`config.mk`:
```
export PLATFORM = sky130hd
export DESIGN_NAME = acs_sequencer
export DESIGN_NICKNAME = d
export VERILOG_FILES = /design/src/acs_pkg.sv /design/src/acs_format.sv /design/src/acs_sequencer.sv /design/src/acs_sync.sv
export SDC_FILE = /design/constraint.sdc
export NUM_CORES = 1
export LEC_CHECK = 0
export CORE_ASPECT_RATIO = 1.4
export CORE_MARGIN = 2
export CORE_UTILIZATION = 58
export CTS_CLUSTER_DIAMETER = 30
export DETAILED_ROUTE_END_ITERATION = 12
export DONT_BUFFER_PORTS = 1
export MAX_ROUTING_LAYER = met4
export PLACE_DENSITY_LB_ADDON = 0.1
export SLEW_MARGIN = 10
export SYNTH_ARGS = -nofsm -noshare
export SYNTH_HDL_FRONTEND = slang
export SYNTH_SLANG_ARGS = --single-unit
```
`constraint.sdc`:
```
create_clock -name clk_sys -period 2.8 [get_ports clk_sys]
set_input_delay 0.14 -clock clk_sys [delete_from_list [all_inputs] [get_ports clk_sys]]
set_output_delay 0.14 -clock clk_sys [all_outputs]
set_load 0.02 [all_outputs]
```
`src/acs_pkg.sv`:
```
// Shared constants and types of the conversion sequencer
`default_nettype none
package acs_pkg;
    localparam int CNT_W = 12;
    localparam int RAW_W = 18;
    localparam int WORD_W = 16;
    localparam int IRQ_W = 3;
    // Durations in master clock cycles
    localparam logic [CNT_W-1:0] WAKE_CYC = 12'h708;
    localparam logic [CNT_W-1:0] CAL_CYC = 12'hcae;
    localparam logic [CNT_W-1:0] CONVERT_REQUEST_CYC = 12'h656;
    localparam logic [CNT_W-1:0] FIRST_CYC = 12'h658;
    localparam logic [CNT_W-1:0] READY_LEAD = 12'h002;
    // Result formatting
    localparam logic [WORD_W:0] BIPOLAR_OFFSET = 17'h08000;
    localparam logic [WORD_W-1:0] CODE_MAX = 16'hffff;
    localparam logic [WORD_W-1:0] CODE_MIN = 16'h0000;
    // Register byte offsets
    localparam logic [7:0] REG_STATUS = 8'h00;
    localparam logic [7:0] REG_RESULT = 8'h04;
    localparam logic [7:0] REG_IRQ_STATUS = 8'h08;
    localparam logic [7:0] REG_IRQ_MASK = 8'h0c;
    // Interrupt bits
    localparam int IRQ_LOADED = 0;
    localparam int IRQ_CAL_DONE = 1;
    localparam int IRQ_ABORT = 2;
    localparam logic [1:0] HTRANS_NONSEQ = 2'h2;
    localparam logic [1:0] HRESP_OKAY = 2'h0;
    typedef enum logic [3:0] {
        ACS_WAKE = 4'h1,
        ACS_STANDBY = 4'h2,
        ACS_CAL = 4'h4,
        ACS_CONVERT_REQUEST = 4'h8
    } acs_state_type;
endpackage : acs_pkg
`default_nettype wire

```
`src/acs_format.sv`:
```
// Output word coding and clamping of the filter result
`default_nettype none
module acs_format (
    input wire logic [acs_pkg::RAW_W-1:0] filter_raw,
    input wire logic bipolar,
    output logic [acs_pkg::WORD_W-1:0] word
);
    logic signed [acs_pkg::RAW_W:0] sum;
    always_comb begin
        sum = $signed({filter_raw[acs_pkg::RAW_W-1], filter_raw});
        if (bipolar) begin
            sum = sum + $signed({2'h0, acs_pkg::BIPOLAR_OFFSET});
        end
        if (sum < 0) begin
            word = acs_pkg::CODE_MIN;
        end else if (sum > $signed({3'h0, acs_pkg::CODE_MAX})) begin
            word = acs_pkg::CODE_MAX;
        end else begin
            word = sum[acs_pkg::WORD_W-1:0];
        end
    end
endmodule : acs_format
`default_nettype wire

```
`src/acs_sequencer.sv`:
```
// Calibration and conversion sequencer with AHB-Lite status registers
`default_nettype none
module acs_sequencer (
    input wire logic clk_sys,
    input wire logic reset,
    input wire logic master_clock_in,
    input wire logic convert_request,
    input wire logic calibrate_request,
    input wire logic polarity_select,
    input wire logic [acs_pkg::RAW_W-1:0] filter_raw,
    input wire logic port_empty,
    input wire logic port_deselected,
    input wire logic port_read_done,
    output logic result_ready_n,
    output logic [acs_pkg::WORD_W-1:0] result_word,
    output logic irq,
    input wire logic hsel,
    input wire logic [31:0] haddr,
    input wire logic [1:0] htrans,
    input wire logic hwrite,
    input wire logic [2:0] hsize,
    input wire logic [31:0] hwdata,
    input wire logic hready,
    output logic hreadyout,
    output logic [1:0] hresp,
    output logic [31:0] hrdata
);
    typedef struct packed {
        acs_pkg::acs_state_type state;
        logic [acs_pkg::CNT_W-1:0] count;
        logic [acs_pkg::CNT_W-1:0] len;
        logic phase;
        logic clk_prev;
        logic convert_request_prev;
        logic ready_n;
        logic load_ok;
        logic [acs_pkg::WORD_W-1:0] result;
        logic [acs_pkg::IRQ_W-1:0] irq_stat;
        logic [acs_pkg::IRQ_W-1:0] irq_mask;
        logic wr_pend;
        logic [7:0] wr_addr;
        logic [7:0] rd_addr;
    } acs_seq_type;

    acs_seq_type st;
    acs_seq_type next_st;
    logic [3:0] pins_sync;
    logic clk_s;
    logic convert_request_s;
    logic cal_s;
    logic bipolar_s;
    logic edge_m;
    logic tick;
    logic period_end;
    logic ready_pre;
    logic convert_request_rise;
    logic [acs_pkg::WORD_W-1:0] fmt_word;
    logic [acs_pkg::IRQ_W-1:0] irq_set;
    logic [acs_pkg::IRQ_W-1:0] irq_clr;

    // Pins are asynchronous to clk_sys
    acs_sync #(.WIDTH(4)) u_sync (
        .clk_sys(clk_sys),
        .reset(reset),
        .pin_in({master_clock_in, convert_request, calibrate_request, polarity_select}),
        .pin_sync(pins_sync)
    );
    assign {clk_s, convert_request_s, cal_s, bipolar_s} = pins_sync;

    // Polarity read live at load time, never held
    acs_format u_format (
        .filter_raw(filter_raw),
        .bipolar(bipolar_s),
        .word(fmt_word)
    );

    assign edge_m = clk_s & ~st.clk_prev;
    assign tick = edge_m & st.phase;
    assign period_end = edge_m && (st.count == st.len - 12'h001);
    assign ready_pre = edge_m && (st.count == st.len - acs_pkg::READY_LEAD - 12'h001);
    // Rise seen at half-rate resolution only
    assign convert_request_rise = tick & convert_request_s & ~st.convert_request_prev;

    always_comb begin
        next_st = st;
        irq_set = '0;
        irq_clr = '0;
        next_st.clk_prev = clk_s;
        if (edge_m) begin
            next_st.phase = ~st.phase;
            next_st.count = st.count + 12'h001;
        end
        if (tick) begin
            next_st.convert_request_prev = convert_request_s;
        end
        if (port_read_done) begin
            next_st.ready_n = 1'b1;
        end
        case (st.state)
            acs_pkg::ACS_WAKE: begin
                if (period_end) begin
                    next_st.state = acs_pkg::ACS_STANDBY;
                end
            end
            acs_pkg::ACS_STANDBY: begin
                if (tick && convert_request_s && cal_s) begin
                    next_st.state = acs_pkg::ACS_CAL;
                    next_st.count = '0;
                    next_st.len = acs_pkg::CAL_CYC;
                end else if (tick && convert_request_s) begin
                    next_st.state = acs_pkg::ACS_CONVERT_REQUEST;
                    next_st.count = '0;
                    next_st.len = acs_pkg::FIRST_CYC;
                end
            end
            acs_pkg::ACS_CAL: begin
                if (convert_request_rise && cal_s) begin
                    next_st.count = '0;
                end else if (period_end) begin
                    irq_set[acs_pkg::IRQ_CAL_DONE] = 1'b1;
                    next_st.count = '0;
                    if (convert_request_s) begin
                        next_st.state = acs_pkg::ACS_CONVERT_REQUEST;
                        next_st.len = acs_pkg::CONVERT_REQUEST_CYC;
                    end else begin
                        next_st.state = acs_pkg::ACS_STANDBY;
                    end
                end
            end
            acs_pkg::ACS_CONVERT_REQUEST: begin
                if (convert_request_rise) begin
                    irq_set[acs_pkg::IRQ_ABORT] = 1'b1;
                    next_st.count = '0;
                    if (cal_s) begin
                        next_st.state = acs_pkg::ACS_CAL;
                        next_st.len = acs_pkg::CAL_CYC;
                    end else begin
                        next_st.len = acs_pkg::CONVERT_REQUEST_CYC;
                    end
                end else if (period_end) begin
                    if (st.load_ok) begin
                        next_st.result = fmt_word;
                        next_st.ready_n = 1'b0;
                        irq_set[acs_pkg::IRQ_LOADED] = 1'b1;
                    end
                    next_st.count = '0;
                    if (convert_request_s && cal_s) begin
                        next_st.state = acs_pkg::ACS_CAL;
                        next_st.len = acs_pkg::CAL_CYC;
                    end else if (convert_request_s) begin
                        next_st.len = acs_pkg::CONVERT_REQUEST_CYC;
                    end else begin
                        next_st.state = acs_pkg::ACS_STANDBY;
                    end
                end else if (ready_pre) begin
                    next_st.ready_n = 1'b1;
                    next_st.load_ok = port_empty | port_deselected;
                end
            end
            default: begin
                next_st.state = acs_pkg::ACS_STANDBY;
            end
        endcase
        // Bus data phase: one-cycle write after address phase
        next_st.wr_pend = 1'b0;
        if (hsel && hready && htrans == acs_pkg::HTRANS_NONSEQ) begin
            next_st.wr_pend = hwrite;
            next_st.wr_addr = haddr[7:0];
            next_st.rd_addr = haddr[7:0];
        end
        if (st.wr_pend && st.wr_addr == acs_pkg::REG_IRQ_MASK) begin
            next_st.irq_mask = hwdata[acs_pkg::IRQ_W-1:0];
        end
        if (st.wr_pend && st.wr_addr == acs_pkg::REG_IRQ_STATUS) begin
            irq_clr = hwdata[acs_pkg::IRQ_W-1:0];
        end
        // Set wins over a simultaneous clear
        next_st.irq_stat = (st.irq_stat & ~irq_clr) | irq_set;
    end

    always_ff @(posedge clk_sys) begin
        if (reset) begin
            st <= '{state: acs_pkg::ACS_WAKE, len: acs_pkg::WAKE_CYC,
                    ready_n: 1'b1, default: '0};
        end else begin
            st <= next_st;
        end
    end

    always_comb begin
        case (st.rd_addr)
            acs_pkg::REG_STATUS: begin
                hrdata = {26'h0, st.load_ok, st.ready_n, st.state};
            end
            acs_pkg::REG_RESULT: begin
                hrdata = {16'h0000, st.result};
            end
            acs_pkg::REG_IRQ_STATUS: begin
                hrdata = {29'h0, st.irq_stat};
            end
            acs_pkg::REG_IRQ_MASK: begin
                hrdata = {29'h0, st.irq_mask};
            end
            default: begin
                hrdata = 32'h00000000;
            end
        endcase
    end

    assign hreadyout = 1'b1;
    assign hresp = acs_pkg::HRESP_OKAY;
    assign irq = |(st.irq_stat & st.irq_mask);
    assign result_ready_n = st.ready_n;
    assign result_word = st.result;

    // Checks
    AST_WAKE_HOLD: assert property (@(posedge clk_sys) disable iff (reset)
        st.state == acs_pkg::ACS_WAKE && next_st.state != acs_pkg::ACS_WAKE
        |-> st.count == acs_pkg::WAKE_CYC - 12'h001 && edge_m)
        else $error("wake-up ended early");
    AST_CAL_ENTRY: assert property (@(posedge clk_sys) disable iff (reset)
        st.state == acs_pkg::ACS_STANDBY && tick && convert_request_s && cal_s
        |=> st.state == acs_pkg::ACS_CAL && st.count == '0)
        else $error("calibration not entered");
    AST_CAL_LEN: assert property (@(posedge clk_sys) disable iff (reset)
        st.state == acs_pkg::ACS_CAL ##1 st.state != acs_pkg::ACS_CAL
        |-> $past(st.count) == acs_pkg::CAL_CYC - 12'h001)
        else $error("calibration length wrong");
    AST_CAL_TO_CONVERT_REQUEST: assert property (@(posedge clk_sys) disable iff (reset)
        st.state == acs_pkg::ACS_CAL && period_end && convert_request_s && !convert_request_rise
        |=> st.state == acs_pkg::ACS_CONVERT_REQUEST && st.len == acs_pkg::CONVERT_REQUEST_CYC)
        else $error("no conversion after calibration");
    AST_FIRST_LEN: assert property (@(posedge clk_sys) disable iff (reset)
        st.state == acs_pkg::ACS_STANDBY ##1 st.state == acs_pkg::ACS_CONVERT_REQUEST
        |-> st.len == acs_pkg::FIRST_CYC)
        else $error("standby conversion length wrong");
    AST_READY_LEAD: assert property (@(posedge clk_sys) disable iff (reset)
        st.state == acs_pkg::ACS_CONVERT_REQUEST && ready_pre && !convert_request_rise
        |=> st.ready_n && st.load_ok == ($past(port_empty) | $past(port_deselected)))
        else $error("ready not raised ahead of update");
    AST_LOAD_GATE: assert property (@(posedge clk_sys) disable iff (reset)
        $fell(st.ready_n) |-> $past(st.load_ok) && $past(period_end))
        else $error("word loaded into busy port");
    AST_ABORT: assert property (@(posedge clk_sys) disable iff (reset)
        st.state == acs_pkg::ACS_CONVERT_REQUEST && convert_request_rise && !cal_s
        |=> st.state == acs_pkg::ACS_CONVERT_REQUEST && st.count == '0)
        else $error("conversion not restarted");
    AST_STANDBY_RET: assert property (@(posedge clk_sys) disable iff (reset)
        st.state == acs_pkg::ACS_CONVERT_REQUEST && period_end && !convert_request_s
        |=> st.state == acs_pkg::ACS_STANDBY)
        else $error("no return to standby");
    AST_CLAMP_HIGH: assert property (@(posedge clk_sys) disable iff (reset)
        !filter_raw[acs_pkg::RAW_W-1] && filter_raw[acs_pkg::RAW_W-2:acs_pkg::WORD_W] != '0
        |-> fmt_word == acs_pkg::CODE_MAX)
        else $error("over-range not clamped");
    AST_IRQ_LOADED: assert property (@(posedge clk_sys) disable iff (reset)
        $fell(st.ready_n) |-> st.irq_stat[acs_pkg::IRQ_LOADED])
        else $error("load event lost");
    AST_WAKE_STAY: assert property (@(posedge clk_sys) disable iff (reset)
        st.state == acs_pkg::ACS_WAKE && !period_end
        |=> st.state == acs_pkg::ACS_WAKE)
        else $error("request executed during wake-up");
    AST_CONVERT_REQUEST_ENTRY: assert property (@(posedge clk_sys) disable iff (reset)
        st.state == acs_pkg::ACS_STANDBY && tick && convert_request_s && !cal_s
        |=> st.state == acs_pkg::ACS_CONVERT_REQUEST && st.count == '0)
        else $error("conversion not entered from standby");
    AST_CAL_RESTART: assert property (@(posedge clk_sys) disable iff (reset)
        st.state == acs_pkg::ACS_CAL && convert_request_rise && cal_s
        |=> st.state == acs_pkg::ACS_CAL && st.count == '0)
        else $error("calibration not restarted");
    AST_CAL_TO_STANDBY: assert property (@(posedge clk_sys) disable iff (reset)
        st.state == acs_pkg::ACS_CAL && period_end && !convert_request_s
        |=> st.state == acs_pkg::ACS_STANDBY)
        else $error("no standby after calibration");
    AST_CONVERT_REQUEST_LEN: assert property (@(posedge clk_sys) disable iff (reset)
        st.state == acs_pkg::ACS_CONVERT_REQUEST && period_end && convert_request_s && !cal_s
        |=> st.state == acs_pkg::ACS_CONVERT_REQUEST && st.len == acs_pkg::CONVERT_REQUEST_CYC)
        else $error("continuous conversion length wrong");
    AST_ABORT_CAL: assert property (@(posedge clk_sys) disable iff (reset)
        st.state == acs_pkg::ACS_CONVERT_REQUEST && convert_request_rise && cal_s
        |=> st.state == acs_pkg::ACS_CAL && st.len == acs_pkg::CAL_CYC)
        else $error("abort with calibrate did not calibrate");
    AST_CONVERT_REQUEST_CAL: assert property (@(posedge clk_sys) disable iff (reset)
        st.state == acs_pkg::ACS_CONVERT_REQUEST && period_end && convert_request_s && cal_s
        |=> st.state == acs_pkg::ACS_CAL)
        else $error("calibration not entered after conversion");
    AST_NO_LOAD_HOLD: assert property (@(posedge clk_sys) disable iff (reset)
        st.state == acs_pkg::ACS_CONVERT_REQUEST && period_end && !convert_request_rise && !st.load_ok
        |=> st.result == $past(st.result))
        else $error("word loaded into busy port");
    AST_LOAD_WORD: assert property (@(posedge clk_sys) disable iff (reset)
        st.state == acs_pkg::ACS_CONVERT_REQUEST && period_end && !convert_request_rise && st.load_ok
        |=> st.result == $past(fmt_word) && !st.ready_n)
        else $error("finished word not loaded");
    AST_RESULT_HOLD: assert property (@(posedge clk_sys) disable iff (reset)
        !(st.state == acs_pkg::ACS_CONVERT_REQUEST && period_end)
        |=> st.result == $past(st.result))
        else $error("result changed outside a load");
    AST_CLAMP_LOW: assert property (@(posedge clk_sys) disable iff (reset)
        filter_raw[acs_pkg::RAW_W-1] && !bipolar_s
        |-> fmt_word == acs_pkg::CODE_MIN)
        else $error("under-range not clamped");
    AST_STRAIGHT: assert property (@(posedge clk_sys) disable iff (reset)
        !bipolar_s && filter_raw[acs_pkg::RAW_W-1:acs_pkg::WORD_W] == '0
        |-> fmt_word == filter_raw[acs_pkg::WORD_W-1:0])
        else $error("unipolar word not straight binary");
    AST_OFFSET: assert property (@(posedge clk_sys) disable iff (reset)
        bipolar_s && &filter_raw[acs_pkg::RAW_W-1:acs_pkg::WORD_W-1]
        |-> fmt_word == {1'h0, filter_raw[acs_pkg::WORD_W-2:0]})
        else $error("bipolar offset wrong");
    AST_CAL_DONE_IRQ: assert property (@(posedge clk_sys) disable iff (reset)
        st.state == acs_pkg::ACS_CAL && period_end && !(convert_request_rise && cal_s)
        |=> st.irq_stat[acs_pkg::IRQ_CAL_DONE])
        else $error("calibration end event lost");
    AST_ABORT_IRQ: assert property (@(posedge clk_sys) disable iff (reset)
        st.state == acs_pkg::ACS_CONVERT_REQUEST && convert_request_rise
        |=> st.irq_stat[acs_pkg::IRQ_ABORT])
        else $error("abort event lost");
    AST_READY_RISE: assert property (@(posedge clk_sys) disable iff (reset)
        $rose(st.ready_n) |-> $past(port_read_done) || $past(ready_pre))
        else $error("ready raised without cause");
    // Full but deselected port still takes the new word
    COV_DESEL_LOAD: cover property (@(posedge clk_sys) disable iff (reset)
        st.state == acs_pkg::ACS_CONVERT_REQUEST && ready_pre && !port_empty && port_deselected);
    COV_CAL_THEN_CONVERT_REQUEST: cover property (@(posedge clk_sys) disable iff (reset)
        st.state == acs_pkg::ACS_CAL ##1 st.state == acs_pkg::ACS_CONVERT_REQUEST);
    COV_LOAD: cover property (@(posedge clk_sys) disable iff (reset) $fell(st.ready_n));
    COV_ABORT: cover property (@(posedge clk_sys) disable iff (reset)
        st.state == acs_pkg::ACS_CONVERT_REQUEST && convert_request_rise);
    COV_SKIP: cover property (@(posedge clk_sys) disable iff (reset)
        st.state == acs_pkg::ACS_CONVERT_REQUEST && period_end && !st.load_ok);
endmodule : acs_sequencer
`default_nettype wire

```
`src/acs_sync.sv`:
```
// Two-stage synchroniser for asynchronous pin levels
`default_nettype none
module acs_sync #(
    parameter int WIDTH = 1
) (
    input wire logic clk_sys,
    input wire logic reset,
    input wire logic [WIDTH-1:0] pin_in,
    output logic [WIDTH-1:0] pin_sync
);
    typedef struct packed {
        logic [WIDTH-1:0] stage1;
        logic [WIDTH-1:0] stage2;
    } acs_sync_type;
    acs_sync_type st;
    acs_sync_type next_st;
    always_comb begin
        next_st.stage1 = pin_in;
        next_st.stage2 = st.stage1;
    end
    always_ff @(posedge clk_sys) begin
        if (reset) begin
            st <= '0;
        end else begin
            st <= next_st;
        end
    end
    assign pin_sync = st.stage2;
endmodule : acs_sync
`default_nettype wire

```
# Word-level counts from Yosys, hierarchy flattened
# Cells that the tools add are included.
op_classes:
  addsub: 5
  n_lt_le_gt_ge: 2
  eq_ne: 17
  mux: 42
  bitwise: 15
  reduce_logical: 18
ops:
  columns: ["cell", "n"]
  rows:
  - ["2-to-1 mux 28 bit", 5]
  - ["2-to-1 mux 12 bit", 6]
  - ["case mux 24 bit (3 select lines)", 1]
  - ["2-to-1 mux 16 bit", 4]
  - ["case mux 16 bit (4 select lines)", 1]
  - ["2-to-1 mux 18 bit", 2]
  - ["== test 12 bit", 2]
  - ["2-to-1 mux 4 bit", 6]
  - ["subtractor 12 x 1 -> 12 bit (second input constant)", 2]
  - ["adder 18 x 17 -> 19 bit (second input constant)", 1]
  - ["> comparator 19 x 17 -> 1 bit (second input constant)", 1]
  - ["less-than comparator 19 x 1 -> 1 bit (second input constant)", 1]
  - ["2-to-1 mux 19 bit", 1]
  - ["== test 8 x 4 -> 1 bit (second input constant)", 2]
  - ["case mux 4 bit (4 select lines)", 1]
  - ["2-to-1 mux 1 bit", 13]
  - ["adder 12 x 1 -> 12 bit (second input constant)", 1]
  - ["subtractor 12 x 2 -> 12 bit (second input constant)", 1]
  - ["logical AND 1 bit", 10]
  - ["== test 8 x 3 -> 1 bit (second input constant)", 1]
  - ["zero test 8 bit", 1]
  - ["AND reduction 4 bit", 2]
  - ["AND reduction 7 bit", 1]
  - ["bitwise AND 3 bit", 2]
  - ["other kinds (20)", 31]
totals:
  reg_bits: 72
  inputBits: 99
  out_inout_bits: 53
  wordCells: 114

# Logic depth before layout (Yosys ltp)
depth:
  depth_word: 9
  depth_mapped: 14
  depth_no_buf: 10

# By module
# A second synthesis with hierarchy kept.
unflattened:
  cells_unflattened: 528
  area_unflattened_um2: 4207.8
by_module_without_submodules:
  columns: ["mod", "instances", "cells_per_inst", "area_per_inst_um2", "seq_area_each_um2"]
  rows:
  - ["acs_sequencer", 1, 483, 3766.1, 1281.2]
  - ["acs_format", 1, 29, 231.5, 0.0]
  - ["acs_sync", 1, 16, 210.2, 160.2]

# Worst setup path after synthesis
# No wires, ideal clock.
synth_path:
  path_type: "reg-to-reg"
  from: "register st[47] in the netlist's numbering"
  to: "register st[70] in the netlist's numbering"
  setup_ps: 60
  t_arrival_ps: 2587
  t_required_ps: 2740
  path_slack_ps: 154
  path_stages_with_launch: 12
  n_path_buf: 3
  period_less_slack_ps: 2646
  cell_sequence: "dfxtp_1 buf_6 or4_1 buf_2 o41ai_2 o32a_1 mux2i_1 nand4bb_1 buf_6 o22a_4 a211oi_4 nand2b_1"
synth_via:
  elab_chain_len: 5
  elab_cells_between_ends: 7
  cone_classes: "add/sub (1); eq/ne (4); reduce/logical (2)"
synth_lines:
  columns: ["element", "line_no", "text"]
  rows:
  - ["start: declaration", "acs_sequencer.sv:45", "acs_seq_type st;"]
  - ["start signal: assignment", "acs_sequencer.sv:183", "st <= '{state: acs_pkg::ACS_WAKE, len: acs_pkg::WAKE_CYC,"]
  - ["start signal: assignment", "acs_sequencer.sv:186", "st <= next_st;"]
  - ["subtractor 12 x 1 -> 12 bit *", "acs_sequencer.sv:79", "assign period_end = edge_m && (st.count == st.len - 12'h001);"]
  - ["== test 12 bit *", "acs_sequencer.sv:79", null]
  - ["logical AND 1 bit *", "acs_sequencer.sv:79", null]
  - ["!= test 3 bit (no source line) / != test 2 bit (equally long branches)", null, null]
  - ["AND reduction 7 bit (no source line) *", null, null]
# Mark *: on every way between the ends. The rest lies on a longest branch, timed or not.
# A chain may end at the register's enable or synchronous reset.

# Worst setup path after layout
layout_path:
  from: "register st[47] in the netlist's numbering"
  to: "register st[45] in the netlist's numbering"
layout_via:
  elab_chain_len: 5
  elab_cells_between_ends: 6
  cone_classes: "add/sub (1); eq/ne (3); reduce/logical (2)"
layout_lines:
  columns: ["element", "line_no"]
  rows:
  - ["subtractor 12 x 1 -> 12 bit *", "acs_sequencer.sv:79"]
  - ["== test 12 bit *", "acs_sequencer.sv:79"]
  - ["logical AND 1 bit *", "acs_sequencer.sv:79"]
  - ["!= test 3 bit (no source line) / != test 2 bit (equally long branches)", null]
  - ["AND reduction 5 bit (no source line) *", null]
# Marked as above.

==> results.cfg <==
[run_status]
status = complete, but fails checks
violations = setup timing

[floorplan]
row_count = 37
fp.coreArea_sq_um = 7270
io_pins = 152
die_h_um = 106
fp.dieW_um = 76.7
start_util_pct = 59.0
die_area_sq_um = 8110

[sta]
clock.fmax_ghz = 0.355
period_minus_slack_ns = 2.82
fin_skew_ns = 0.00833
tns_ns = -0.0305
setup_viol = 2
slew_violations = 0
whs_ns = 0.0246
rsz0062_at_grt = true
tightest_slew_ns = 0.639
relSlewSlack_pct = 57.1
hold_viol_final = 0
finalCritPeriodShare_pct = 101
layout_setup_ws_ns = -0.0207

[clocking]
clk_latency_ns = 0.35
cts_made_buffers = 9
cts_tree = built
clk_path_buf_depth = 2
cts_root_buf = clkbuf_8
cts_sinks = 72
clk_pin_slew_ns = 0.07
cts-htree-levels = 3

[finish]
num-fill-cells = 636
n_antenna_cell = 0
drive_gt1_share_pct = 15.1
seqCellArea_sq_um = 1450
areaGrowthSynthToFinish_pct = 14.2
final_nets = 654
postLayoutCellArea_sq_um = 4900
finalNonFillerCells = 652
multiInputGateArea_sq_um = 2580

[place]
dp_hpwl_mm = 7.18
gp_congestion = 0.897
placed_area_sq_um = 4330
io_buffers = 0
placed_cells = 612

[pwr]
power_frac_seq_pct = 45.1
power_frac_comb_pct = 20.8
ir_drop_mv = 0.291
p_per_area_nw_per_um2 = 488
power.total_w = 0.00239
switchingPower_w = 0.000696
intPower_w = 0.00169
leakage_nw = 1.82
clockPowerShare_pct = 34.2
swShare_pct = 29.1

[synthesis]
synth_edf_count = 0
avgSynthCellArea_sq_um = 8.03
postSynth.asyncResetShare_pct = 0
syn-cell-area_sq_um = 4290
ys_types = 62
yosysSeqAreaShare_pct = 33.6
synth_cells = 534
ys.flop_type = dfxtp_1
yosys_warnings = 0
ys_ff_latch = 72

[setup_path]
critPathSlowestCell = or4_4
critPathMaxFanout = 5
path_class = flip-flop to flip-flop
crit_chain = or4_4, xnor2_2, a31oi_1, buf_4, nor3_2, nand3_1, or4_1, a41oi_2, o21a_1
slowest_delay_ns = 0.61
cp.required_ns = 3.09
critPathCaptureType = flip-flop
start_kind = flip-flop
crit_arrival_ns = 3.11

[route]
wl_met3_um = 436
vias = 3773
postRouteAntennaNets = 0
avgViaCountPerCell = 5.79
highest_layer = met4
routed_wl_mm = 10.4
routedWlPerCell_um = 16.0
first_iter_violations = 183
first_pass_iters = 4
drt-met1-wl_mm = 4.14
drc = 0
routed-wl-met2_mm = 5.51

[grt]
track_usage_pct = 26.0
grt_pass1_wl_mm = 16.5
grt_max_degree = 55
antenna_found_initial = 0
first_global_vias = 3570
grt_overflow = 0

[job]
drv_cap = 0

[min_path]
holdCritPathClass = input pin to flip-flop
[worst max-delay path, delay by kind of cell (launching register included)]
| family | cells | cell delay, ns |
|---|---|---|
| AOI/OAI and AO/OA | 3 | 0.59 |
| xor gates and xnor gates | 1 | 0.23 |
| buffers and inverters | 1 | 0.19 |
| DFF | 1 | 0.34 |
| and+or+nand+nor | 4 | 1.42 |
[layout by cell type, fill, tap and decap left out, types with 4 or more instances in the layout]
cell type / n
conb_1: 19
a31oi_1: 5
o21ai_0: 13
nand2_1: 67
nor2_1: 45
dlygate4sd3_1: 20
and2_1: 11
nand4b_1: 4
a21oi_1: 40
clkbuf_8: 10
mux2i_1: 10
o22ai_1: 4
a21o_1: 4
nor2b_1: 14
xnor2_1: 10
inv_1: 8
xor2_1: 22
buf_4: 32
dfxtp_1: 70
nand2b_1: 8
nor4_1: 4
nor3_1: 14
o211ai_1: 18
nand4_1: 4
and3_1: 8
nand3_1: 14
[per-stage QoR]
step / util, % / worst slack, ns
finish: 67.4 / -0.0207
global placement: 59.5 / -0.0825
global route: 67.4 / -0.0988
floorplan: - / 0.154
detailed placement: 59.5 / -0.115
CTS: 65.3 / 0.00776
[logic make-up after synthesis]
group	Yosys count	share of synthesized area, %
AO/OA/AOI/OAI	113	17.7
XOR/XNOR	33	6.92
buffers and inverters	76	10.3
AND/OR/NAND/NOR	219	25.7
adder cells (fa/ha/maj)	4	1.17
multiplexers	15	4.41
other	2	0.175
flip-flops	72	33.6
[state kept, by name, indices dropped and copies added (netlist names)]
name and count:
result_ready_n 1, result_word 16, st 47, u_sync.next_st 4, u_sync.pin_sync 4
[synthesized netlist by cell type (3+ instances only)]
cell type | n | area [sq um]
ha_1 | 4 | 50.1
and2_1 | 11 | 68.8
a21oi_1 | 40 | 200
mux4_2 | 3 | 67.6
buf_2 | 5 | 25.0
o21a_1 | 3 | 22.5
or4_1 | 4 | 30.0
nor4_1 | 6 | 37.5
xor2_1 | 22 | 193
a31oi_1 | 7 | 43.8
clkbuf_1 | 23 | 86.3
and3_1 | 8 | 50.1
a211o_1 | 3 | 26.3
nand2_1 | 67 | 251
nor3_1 | 15 | 75.1
nand4_1 | 4 | 25.0
o211ai_1 | 18 | 135
buf_4 | 36 | 270
o22ai_1 | 4 | 25.0
inv_1 | 8 | 30.0
nand3_1 | 15 | 75.1
xnor2_1 | 10 | 87.6
nand4b_1 | 4 | 35.0
dfxtp_1 | 72 | 1440
a21boi_0 | 3 | 22.5
nand2b_1 | 8 | 50.1
mux2i_1 | 11 | 110
nor3b_1 | 3 | 22.5
o21ai_0 | 15 | 75.1
nor2b_1 | 15 | 93.8
a21o_1 | 4 | 30.0
nor2_1 | 45 | 169
[power by group through the flow]
stage / logic (W) / clock network, W / registers (W)
2_1_floorplan: 0.000345 / 0 / 0.00110
3_3_place_gp: 0.000427 / 0 / 0.00110
3_5_place_dp: 0.000438 / 0 / 0.00110
4_1_cts: 0.000478 / 0.000846 / 0.00108
5_1_grt: 0.000551 / 0.000879 / 0.00108
6_report: 0.000496 / 0.000817 / 0.00108
[final timing paths]
kind | start | to | slack, ns | cells past startpoint
worst min register to register | u_sync.next_st[1] | u_sync.pin_sync[1] | 0.44 | 1
worst min-delay path | filter_raw[10] | result_word[10] | 0.02 | 2
worst max register to register | st[47] | st[45] | -0.02 | 9
worst max-delay path | st[47] | st[45] | -0.02 | 9
[area by class of cell]
type | count | share of cell area (%)
Multi-Input combinational cell | 403 | 52.7
Clock inverter | 5 | 1.15
Tap cell | 97 | 2.48
Sequential cell | 72 | 29.5
Timing Repair Buffer | 57 | 10.7
Inverter | 8 | 0.613
Clock buffer | 10 | 2.81
[timing repair]
| action | in CTS | in global routing |
|---|---|---|
| setup buffers | 0 | 3 |
| gates resized for setup | 2 | 26 |
| cloned | 0 | 1 |
| setup endpoints to repair | 39 | 43 |
| hold buffers | 21 | 0 |
| hold endpoints to repair | 55 | 0 |
| pin swaps | 0 | 6 |
[per-layer routing]
| metal | GRT usage, % | vias up |
|---|---|---|
| li1 | - | 1847 |
| met2 | 44.6 | 134 |
| met3 | 4.79 | 28 |
| met1 | 27.9 | 1764 |
| met4 | 14.8 | 0 |
| met5 | - | - |
Power figures use the tool's default switching activity.
